File: config.mk
export PLATFORM = sky130hd
export DESIGN_NAME = tef_timer_flags
export DESIGN_NICKNAME = d
export VERILOG_FILES = /design/src/include/tef_pkg.sv /design/src/logic/tef_flag_cell.sv /design/src/logic/tef_timer_flags.sv
export VERILOG_INCLUDE_DIRS = /design/src /design/src/include
export SDC_FILE = /design/constraint.sdc
export NUM_CORES = 1
export LEC_CHECK = 0
export ABC_CLOCK_PERIOD_IN_PS = 2300
export BUFFER_PORTS_ARGS = -buffer_cell sky130_fd_sc_hd__buf_2
export CORE_MARGIN = 2
export CORE_UTILIZATION = 49
export CTS_CLUSTER_SIZE = 30
export DETAILED_ROUTE_END_ITERATION = 6
export GPL_TIMING_DRIVEN = 0
export PLACE_DENSITY = 0.82
export SLEW_MARGIN = 10
export SYNTH_ARGS = -nofsm -noshare
export SYNTH_HDL_FRONTEND = slang
export SYNTH_SLANG_ARGS = --single-unit
File: constraint.sdc
create_clock -name aclk -period 2.3 [get_ports aclk]
set_clock_uncertainty 0.1 [all_clocks]
set_input_delay 0.23 -clock aclk [delete_from_list [all_inputs] [get_ports aclk]]
set_output_delay 0.23 -clock aclk [all_outputs]
set_load 0.02 [all_outputs]
File: src/include/tef_defs.svh
// Offsets, field positions, reset values and timing counts of the timer flag block
`ifndef TEF_DEFS_SVH
`define TEF_DEFS_SVH

// ==========================================================
// Register byte offsets
`define TEF_OFF_FLAGS1 8'h00
`define TEF_OFF_ENABLES1 8'h04
`define TEF_OFF_ENABLES2 8'h08
`define TEF_OFF_FLAGS2 8'h0c
`define TEF_OFF_PULSE_CTRL 8'h10
`define TEF_OFF_STATUS 8'h14

// ==========================================================
// Field positions
`define TEF_BIT_SHARED 3
`define TEF_BIT_OVF 7
`define TEF_BIT_FUNC_SEL 2
`define TEF_BIT_ST_WINDOW 0
`define TEF_BIT_ST_LOCKED 1
`define TEF_BIT_ST_IRQ 2

// ==========================================================
// Reset values
`define TEF_RST_FLAG 1'b0
`define TEF_RST_ENABLES1 8'h00
`define TEF_RST_EN2_HI 4'h0
`define TEF_RST_PRESCALE 2'b00

// ==========================================================
// Timing: prescale write window, counted in clock cycles after reset
`define TEF_PRESCALE_WINDOW 7'd64

// ==========================================================
// AXI response codes
`define TEF_RESP_OKAY 2'b00
`define TEF_RESP_SLVERR 2'b10

`endif

File: src/include/tef_pkg.sv
// Types shared by the timer flag block
package tef_pkg;

    // Event pulses from the counter, compare and capture datapaths
    typedef struct packed {
        logic [3:0] compare_match;
        logic [2:0] capture_edge;
        logic fourth_capture_channel;
        logic fifth_compare_channel;
        logic counter_overflow;
        logic periodic_tick;
        logic pulse_count_overflow;
        logic pulse_input_edge;
    } tef_events_t;

    typedef enum logic [0:0] {TEF_WR_COLLECT, TEF_WR_RESP} tef_wr_state_t;

    typedef struct packed {
        tef_wr_state_t wr_state;
        logic awready;
        logic wready;
        logic bvalid;
        logic [1:0] bresp;
        logic arready;
        logic rvalid;
        logic [1:0] rresp;
        logic [31:0] rdata;
        logic aw_held;
        logic w_held;
        logic [7:0] aw_addr;
        logic [7:0] w_data;
        logic w_lane0;
    } tef_bus_state_t;

    typedef struct packed {
        logic [7:0] enables1;
        logic [3:0] enables2_hi;
        logic [1:0] prescale;
        logic prescale_locked;
        logic [6:0] window_cnt;
        logic func_sel;
        logic irq;
    } tef_ctrl_state_t;

    typedef struct packed {
        tef_bus_state_t bus;
        tef_ctrl_state_t ctrl;
    } tef_state_t;

    typedef struct packed {
        logic flag;
    } tef_flag_state_t;

endpackage

File: src/logic/tef_flag_cell.sv
// One sticky event flag, set by hardware and cleared by a write of one
`timescale 1ns/10ps
`include "tef_defs.svh"

module tef_flag_cell (
    // Clock and reset
    input wire logic aclk,
    input wire logic aresetn,
    // Set and clear
    input wire logic set_evt,
    input wire logic clear_req,
    // Flag
    output logic flag
);

    tef_pkg::tef_flag_state_t s_reg;
    tef_pkg::tef_flag_state_t s_next;

    // =========================================================
    // Next state: the set is applied last so it beats a clear
    always_comb begin
        s_next = s_reg;
        if (clear_req) begin
            s_next.flag = 1'b0;
        end
        if (set_evt) begin
            s_next.flag = 1'b1;
        end
    end

    // Register
    always_ff @(posedge aclk) begin
        if (!aresetn) begin
            s_reg.flag <= `TEF_RST_FLAG;
        end else begin
            s_reg <= s_next;
        end
    end

    assign flag = s_reg.flag;
endmodule // tef_flag_cell

File: src/logic/tef_timer_flags.sv
// Timer event flags, channel and interrupt enables, prescale lock, AXI4-Lite slave
//
// Contract
// - A flag clears only where software writes one; zero bits leave it.
// - Each compare match sets its compare flag, channels one to four.
// - Shared flag set by fourth capture or fifth compare, per select bit.
// - Each capture edge sets its capture flag, channels one to three.
// - Each event flag pairs with the same-position enable bit.
// - Flags stay readable whatever the enables; polled or interrupt use.
// - All eight event flags are zero after reset.
// - Second enable register is 8 bits: four enables plus prescale.
// - Overflow flag requests an interrupt only while its enable is one.
// - Normal mode: prescale written once, within 64 cycles of reset.
// - Second enable register, prescale included, is zero after reset.
//
// Local design decisions: the address map and register access over AXI4-Lite.
`timescale 1ns/10ps
`include "tef_defs.svh"

module tef_timer_flags (
    // Clock and reset
    input wire logic aclk,
    input wire logic aresetn,
    // Write address channel
    input wire logic awvalid,
    output logic awready,
    input wire logic [7:0] awaddr,
    // Write data channel
    input wire logic wvalid,
    output logic wready,
    input wire logic [31:0] wdata,
    input wire logic [3:0] wstrb,
    // Write response channel
    output logic bvalid,
    input wire logic bready,
    output logic [1:0] bresp,
    // Read address channel
    input wire logic arvalid,
    output logic arready,
    input wire logic [7:0] araddr,
    // Read data channel
    output logic rvalid,
    input wire logic rready,
    output logic [31:0] rdata,
    output logic [1:0] rresp,
    // Datapath events and mode
    input wire tef_pkg::tef_events_t events,
    input wire logic normal_mode,
    // Controls to the datapath
    output logic [1:0] timer_prescale_select,
    output logic shared_channel_function_select,
    // Interrupt
    output logic irq
);

    localparam int FLAG_N = 12;

    tef_pkg::tef_state_t s_reg;
    tef_pkg::tef_state_t s_next;

    logic [7:0] timer_event_flags_1;
    logic [3:0] flags2_hi;
    logic [FLAG_N-1:0] flag_q;
    logic [FLAG_N-1:0] flag_set;
    logic [FLAG_N-1:0] flag_clr;
    logic shared_set;
    logic do_write;
    logic wr_hit;
    logic window_open;
    logic prescale_ok;
    logic [7:0] rd_word;
    logic rd_hit;
    logic [7:0] timer_interrupt_enables_2;
    logic [7:0] wr_bits;

    // =========================================================
    // Event steering into the flag bits
    // Shared channel: select one picks the fourth capture, zero the fifth compare
    assign shared_set = s_reg.ctrl.func_sel ? events.fourth_capture_channel
                                            : events.fifth_compare_channel;
    // Compare channel one sits in bit 7, capture channel three in bit 0
    assign flag_set[7:0] = {events.compare_match[0], events.compare_match[1],
                            events.compare_match[2], events.compare_match[3],
                            shared_set, events.capture_edge[0],
                            events.capture_edge[1], events.capture_edge[2]};
    // Second flag group shares the layout of the second enable register
    assign flag_set[11:8] = {events.counter_overflow, events.periodic_tick,
                             events.pulse_count_overflow, events.pulse_input_edge};

    // Write-one clears, only on a full write with byte lane 0 enabled
    assign wr_bits = s_reg.bus.w_lane0 ? s_reg.bus.w_data : 8'h00;
    assign flag_clr[7:0] = (do_write && s_reg.bus.aw_addr == `TEF_OFF_FLAGS1)
                           ? wr_bits : 8'h00;
    assign flag_clr[11:8] = (do_write && s_reg.bus.aw_addr == `TEF_OFF_FLAGS2)
                            ? wr_bits[7:4] : 4'h0;

    // One cell per flag keeps the set-over-clear ordering in one place
    genvar gi;
    generate
        for (gi = 0; gi < FLAG_N; gi++) begin : g_flag
            tef_flag_cell u_cell (
                .aclk(aclk),
                .aresetn(aresetn),
                .set_evt(flag_set[gi]),
                .clear_req(flag_clr[gi]),
                .flag(flag_q[gi])
            );
        end
    endgenerate

    assign timer_event_flags_1 = flag_q[7:0];
    assign flags2_hi = flag_q[11:8];
    assign timer_interrupt_enables_2 = {s_reg.ctrl.enables2_hi, 2'b00,
                                        s_reg.ctrl.prescale};

    // =========================================================
    // Write decode and prescale window
    assign do_write = (s_reg.bus.wr_state == tef_pkg::TEF_WR_COLLECT)
                      && s_reg.bus.aw_held && s_reg.bus.w_held;
    assign window_open = s_reg.ctrl.window_cnt < `TEF_PRESCALE_WINDOW;
    // Special modes may rewrite freely; normal mode gets one try, early only
    assign prescale_ok = !normal_mode
                         || (window_open && !s_reg.ctrl.prescale_locked);

    always_comb begin
        case (s_reg.bus.aw_addr)
            `TEF_OFF_FLAGS1, `TEF_OFF_ENABLES1, `TEF_OFF_ENABLES2,
            `TEF_OFF_FLAGS2, `TEF_OFF_PULSE_CTRL, `TEF_OFF_STATUS: wr_hit = 1'b1;
            default: wr_hit = 1'b0;
        endcase
    end

    // =========================================================
    // Read mux on the live read address; flags read regardless of enables
    always_comb begin
        rd_hit = 1'b1;
        case (araddr)
            `TEF_OFF_FLAGS1: rd_word = timer_event_flags_1;
            `TEF_OFF_ENABLES1: rd_word = s_reg.ctrl.enables1;
            `TEF_OFF_ENABLES2: rd_word = timer_interrupt_enables_2;
            `TEF_OFF_FLAGS2: rd_word = {flags2_hi, 4'h0};
            `TEF_OFF_PULSE_CTRL: rd_word = {5'h00, s_reg.ctrl.func_sel, 2'b00};
            `TEF_OFF_STATUS: rd_word = {5'h00, s_reg.ctrl.irq,
                                        s_reg.ctrl.prescale_locked, window_open};
            default: begin
                rd_word = 8'h00;
                rd_hit = 1'b0;
            end
        endcase
    end

    // =========================================================
    // Next state of bus slave and control registers
    always_comb begin
        s_next = s_reg;
        // Window counter saturates, so the window stays shut until the next reset
        if (window_open) begin
            s_next.ctrl.window_cnt = s_reg.ctrl.window_cnt + 7'd1;
        end
        // Interrupt level from paired flag and enable bits, registered
        s_next.ctrl.irq = (|(timer_event_flags_1 & s_reg.ctrl.enables1))
                          || (|(flags2_hi & s_reg.ctrl.enables2_hi));
        // Address and data may arrive in either order
        if (awvalid && s_reg.bus.awready) begin
            s_next.bus.aw_held = 1'b1;
            s_next.bus.aw_addr = awaddr;
        end
        if (wvalid && s_reg.bus.wready) begin
            s_next.bus.w_held = 1'b1;
            s_next.bus.w_data = wdata[7:0];
            s_next.bus.w_lane0 = wstrb[0];
        end
        if (do_write) begin
            s_next.bus.aw_held = 1'b0;
            s_next.bus.w_held = 1'b0;
            s_next.bus.wr_state = tef_pkg::TEF_WR_RESP;
            s_next.bus.bvalid = 1'b1;
            s_next.bus.bresp = wr_hit ? `TEF_RESP_OKAY : `TEF_RESP_SLVERR;
            if (s_reg.bus.w_lane0) begin
                case (s_reg.bus.aw_addr)
                    `TEF_OFF_ENABLES1: s_next.ctrl.enables1 = s_reg.bus.w_data;
                    `TEF_OFF_ENABLES2: begin
                        s_next.ctrl.enables2_hi = s_reg.bus.w_data[7:4];
                        if (prescale_ok) begin
                            s_next.ctrl.prescale = s_reg.bus.w_data[1:0];
                            s_next.ctrl.prescale_locked = normal_mode;
                        end
                    end
                    `TEF_OFF_PULSE_CTRL: begin
                        s_next.ctrl.func_sel = s_reg.bus.w_data[`TEF_BIT_FUNC_SEL];
                    end
                    default: begin
                    end
                endcase
            end
        end
        if (s_reg.bus.bvalid && bready) begin
            s_next.bus.bvalid = 1'b0;
            s_next.bus.wr_state = tef_pkg::TEF_WR_COLLECT;
        end
        // Each channel is refused while its word is held or a response waits
        s_next.bus.awready = (s_next.bus.wr_state == tef_pkg::TEF_WR_COLLECT)
                             && !s_next.bus.aw_held;
        s_next.bus.wready = (s_next.bus.wr_state == tef_pkg::TEF_WR_COLLECT)
                            && !s_next.bus.w_held;
        // Read: one outstanding, data captured at the address handshake
        if (arvalid && s_reg.bus.arready) begin
            s_next.bus.arready = 1'b0;
            s_next.bus.rvalid = 1'b1;
            s_next.bus.rdata = {24'h000000, rd_word};
            s_next.bus.rresp = rd_hit ? `TEF_RESP_OKAY : `TEF_RESP_SLVERR;
        end
        if (s_reg.bus.rvalid && rready) begin
            s_next.bus.rvalid = 1'b0;
            s_next.bus.arready = 1'b1;
        end
        // Read ready returns on its own after reset, when no read is waiting
        if (!s_reg.bus.rvalid && !s_reg.bus.arready) begin
            s_next.bus.arready = 1'b1;
        end
    end

    // =========================================================
    // State register; ready outputs rise one edge after reset release
    always_ff @(posedge aclk) begin
        if (!aresetn) begin
            s_reg <= '0;
            s_reg.bus.arready <= 1'b0;
            s_reg.ctrl.enables1 <= `TEF_RST_ENABLES1;
            s_reg.ctrl.enables2_hi <= `TEF_RST_EN2_HI;
            s_reg.ctrl.prescale <= `TEF_RST_PRESCALE;
        end else begin
            s_reg <= s_next;
        end
    end

    // Outputs straight from the state register
    assign awready = s_reg.bus.awready;
    assign wready = s_reg.bus.wready;
    assign bvalid = s_reg.bus.bvalid;
    assign bresp = s_reg.bus.bresp;
    assign arready = s_reg.bus.arready;
    assign rvalid = s_reg.bus.rvalid;
    assign rdata = s_reg.bus.rdata;
    assign rresp = s_reg.bus.rresp;
    assign timer_prescale_select = s_reg.ctrl.prescale;
    assign shared_channel_function_select = s_reg.ctrl.func_sel;
    assign irq = s_reg.ctrl.irq;

    // =========================================================
    // Checks
    logic [7:0] wr_data_q;
    assign wr_data_q = wr_bits;
endmodule // tef_timer_flags

==> impl_metrics.csv <==
group,metric,value,unit
sta,timing.final.crit_share,95.6,%
floorplan,dieArea,7290,µm²
finish,syn2layout_area_growth,21.8,%
finish,layout.nets,549,
min_path,hold_class,"in2reg",
synth,synth_edf_count,0,
routing,antenna_left,0,
setup_path,cp-start-kind,"flip-flop",
placed_design,post-place-ws,29.6,ps
cts,clock-sinks,71,
setup_path,endpoint_kind,"flip-flop",
finish,diodes,0,
setup_path,crit_fanout,8,
cts,htree_num_levels,3,
finish,largest_reg_flops,40,
floorplan,coreArea,6390,µm²
sta,final-hold-violation-count,0,
routing,drcViolationCount,0,
routing,wl,7.38,mm
synth,yosys_register_bits,71,
placed_design,post-dp-hpwl,5.57,mm
cts,numCtsBuffers,9,
sta,finalWorstSetupSlack,101,ps
synth,synth_top_cell_by_area,"dfxtp_1",
synth,syn_area,3240,µm²
sta,max_freq,455,MHz
synth,synth_top_cell_area_share,43.8,%
global_routing,antenna_found_initial,0,
placed_design,port_buffers,63,
floorplan,start_util,50.8,%
setup_path,path_delay_family,"simple AND/OR/NAND/NOR gates",
setup_path,cp_data_required_time,2410,ps
cts,clock-root-buffer,"clkbuf_8",
cts,cts_tree,"done",
sta,period_minus_slack,2200,ps
routing,drt_iter0_drc,229,
setup_path,max_stage_delay,580,ps
finish,design_area,3950,µm²
power,p_leak,1.74,nW
routing,wire_per_inst,13.2,µm
synth,post_synth.cell_area_avg,8.63,µm²
sta,fin_tns_setup,0,ps
synth,ys.warnings.count,0,
finish,drive_above_1_share,26.9,%
global_routing,grt_pass1_wl,12.0,mm
synth,yosysSeqAreaShare,43.8,%
floorplan,num_rows,29,
routing,vias_per_cell,5.20,
outcome,status,"finished clean",
floorplan,die_x,85.4,µm
synth,ys.flop_type,"dfxtp_1",
setup_path,slowest_stage,"or4_4",
synth,syn-instance-count,376,
cts,clk_pin_slew,80,ps
synth,post_synth_main_area_contributors,"dfxtp_1, buf_4, nand2_1",
sta,drv_slew,0,
floorplan,fp.dieH,85.4,µm
placed_design,dpl_cell_area,3750,µm²
synth,synthArstFlopShare,0,%
placed_design,gp_congestion,0.880,
global_routing,grt_pass1_vias,2547,
cts,post_cts_buffers,0,
setup_path,crit_buf_inv,0,
cts,clk_latency,350,ps
global_routing,grt_max_degree,12,
global_routing,grt.overflow.total,0,
routing,vias,2894,
setup_path,critPathKind,"reg2reg",
floorplan,pin_count,118,
power,p_per_area,659,nW/µm²
routing,drt_pass1_iterations,4,
synth,yosysUniqueCellTypes,44,
setup_path,crit_arrival,2310,ps
cts,cts_buffer_depth,2,
sta,tightestPinTransition,818,ps
sta,rsz0062_at_grt,"false",
power,irDropWorstVdd,0.322,mV
sta,maxSlewHeadroom,45.0,%
global_routing,track_usage,21.0,%
job,max-cap-violations,0,
setup_path,crit_chain,"or4_4 > or3_4 > nor4_4 > a31oi_1",
sta,setup_violations,0,
## worst paths after layout
check             startpoint                     to  slack [ps]  cells after the start
setup / recovery   s_reg[38]  g_flag[2].u_cell.flag         100                      4
hold / removal     awaddr[6]              s_reg[39]           7                      3
setup reg to reg   s_reg[38]  g_flag[2].u_cell.flag         100                      4
hold reg to reg     rdata[3]               rdata[3]         360                      2
## metrics by stage
stage          hold WS [ps]  std cells  util [%]  power [mW]
2_1_floorplan           266        401         -        1.55
3_3_place_gp            343        541      58.7        1.64
3_5_place_dp            353        541      58.7        1.65
4_1_cts               0.406        557      61.7        2.61
5_1_grt                9.00        557      61.8        2.71
6_report               7.38        557      61.8        2.60
## worst min-delay path, delay by kind of cell
kind / cells / cell delay, ps
compound gates: 1 / 50
simple gates: 1 / 40
buf+inv: 1 / 100
## cell usage after synthesis, types with 2 or more instances
cell type / n
nor3_1: 5
a32oi_1: 2
mux2_2: 2
inv_1: 15
or4_1: 2
and2_1: 2
nand3_1: 14
a221oi_1: 3
mux2i_1: 7
a211o_1: 2
nor2_1: 17
nand2_1: 65
mux4_2: 5
or4_4: 2
buf_4: 39
nor4_2: 2
xor2_1: 3
nor2b_1: 4
o21ai_0: 32
dfxtp_1: 71
a22o_1: 8
a21oi_1: 27
clkbuf_1: 11
and3_1: 3
nand4_1: 3
a31oi_1: 12
## final cells by class
| cell class | count | area [µm²] |
|---|---|---|
| plain buffers | 51 | 338 |
| fillers | 566 | 2440 |
| inverters | 16 | 60.1 |
| clock buffers | 13 | 149 |
| clock inverters | 3 | 42.5 |
| multi-input cells | 263 | 1530 |
| flip-flops and latches | 71 | 1420 |
| repair buffers | 63 | 315 |
| well taps | 77 | 96.3 |
## layer usage
metal / GRT usage (%) / wire [µm] / vias up
met5: 0 / 0 / -
met4: 10.4 / 143 / 0
met3: 4.28 / 594 / 14
met2: 32.3 / 3310 / 118
met1: 28.1 / 3330 / 1303
li1: - / - / 1459
## cell usage in the layout (no fill, tap or decap), drive strengths merged, types with 2 or more instances in the layout
| cell type | n |
|---|---|
| clkinv | 2 |
| a211o | 2 |
| nor4 | 3 |
| a22o | 8 |
| mux2 | 2 |
| a31oi | 12 |
| or4 | 4 |
| buf | 103 |
| a221oi | 3 |
| conb | 26 |
| xor2 | 3 |
| nor3 | 5 |
| and2 | 2 |
| o21ai | 32 |
| a21oi | 27 |
| inv | 15 |
| nand2 | 65 |
| a32oi | 2 |
| nor2 | 17 |
| mux2i | 7 |
| dfxtp | 71 |
| nand3 | 14 |
| nor2b | 4 |
| and3 | 3 |
| mux4 | 5 |
| or3 | 3 |
| clkbuf | 24 |
| nand4 | 3 |
## power breakdown
| group | internal, mW | switching (mW) |
|---|---|---|
| Sequential | 1.28 | 0.0471 |
| Clock | 0.530 | 0.447 |
| Combinational | 0.129 | 0.173 |
## repair_timing
item                                    CTS  global route
hold buffers                              0             0
resized for setup                         0             1
endpoints found under the setup margin    0             8
hold endpoints to repair                  0             0
## cells by family (layout without fill, tap and decap cells)
logic type,count (synthesis),in the layout,share of synthesized area (%)
adders and majority gates,1,1,0.386
DFF,71,71,43.8
buffers and inverters,67,146,12.3
xor gates and xnor gates,4,4,1.08
and+or+nand+nor,130,130,20.0
AOI/OAI and AO/OA,88,88,16.0
other,1,26,0.116
muxes,14,14,6.33
Power figures use the tool's default switching activity.
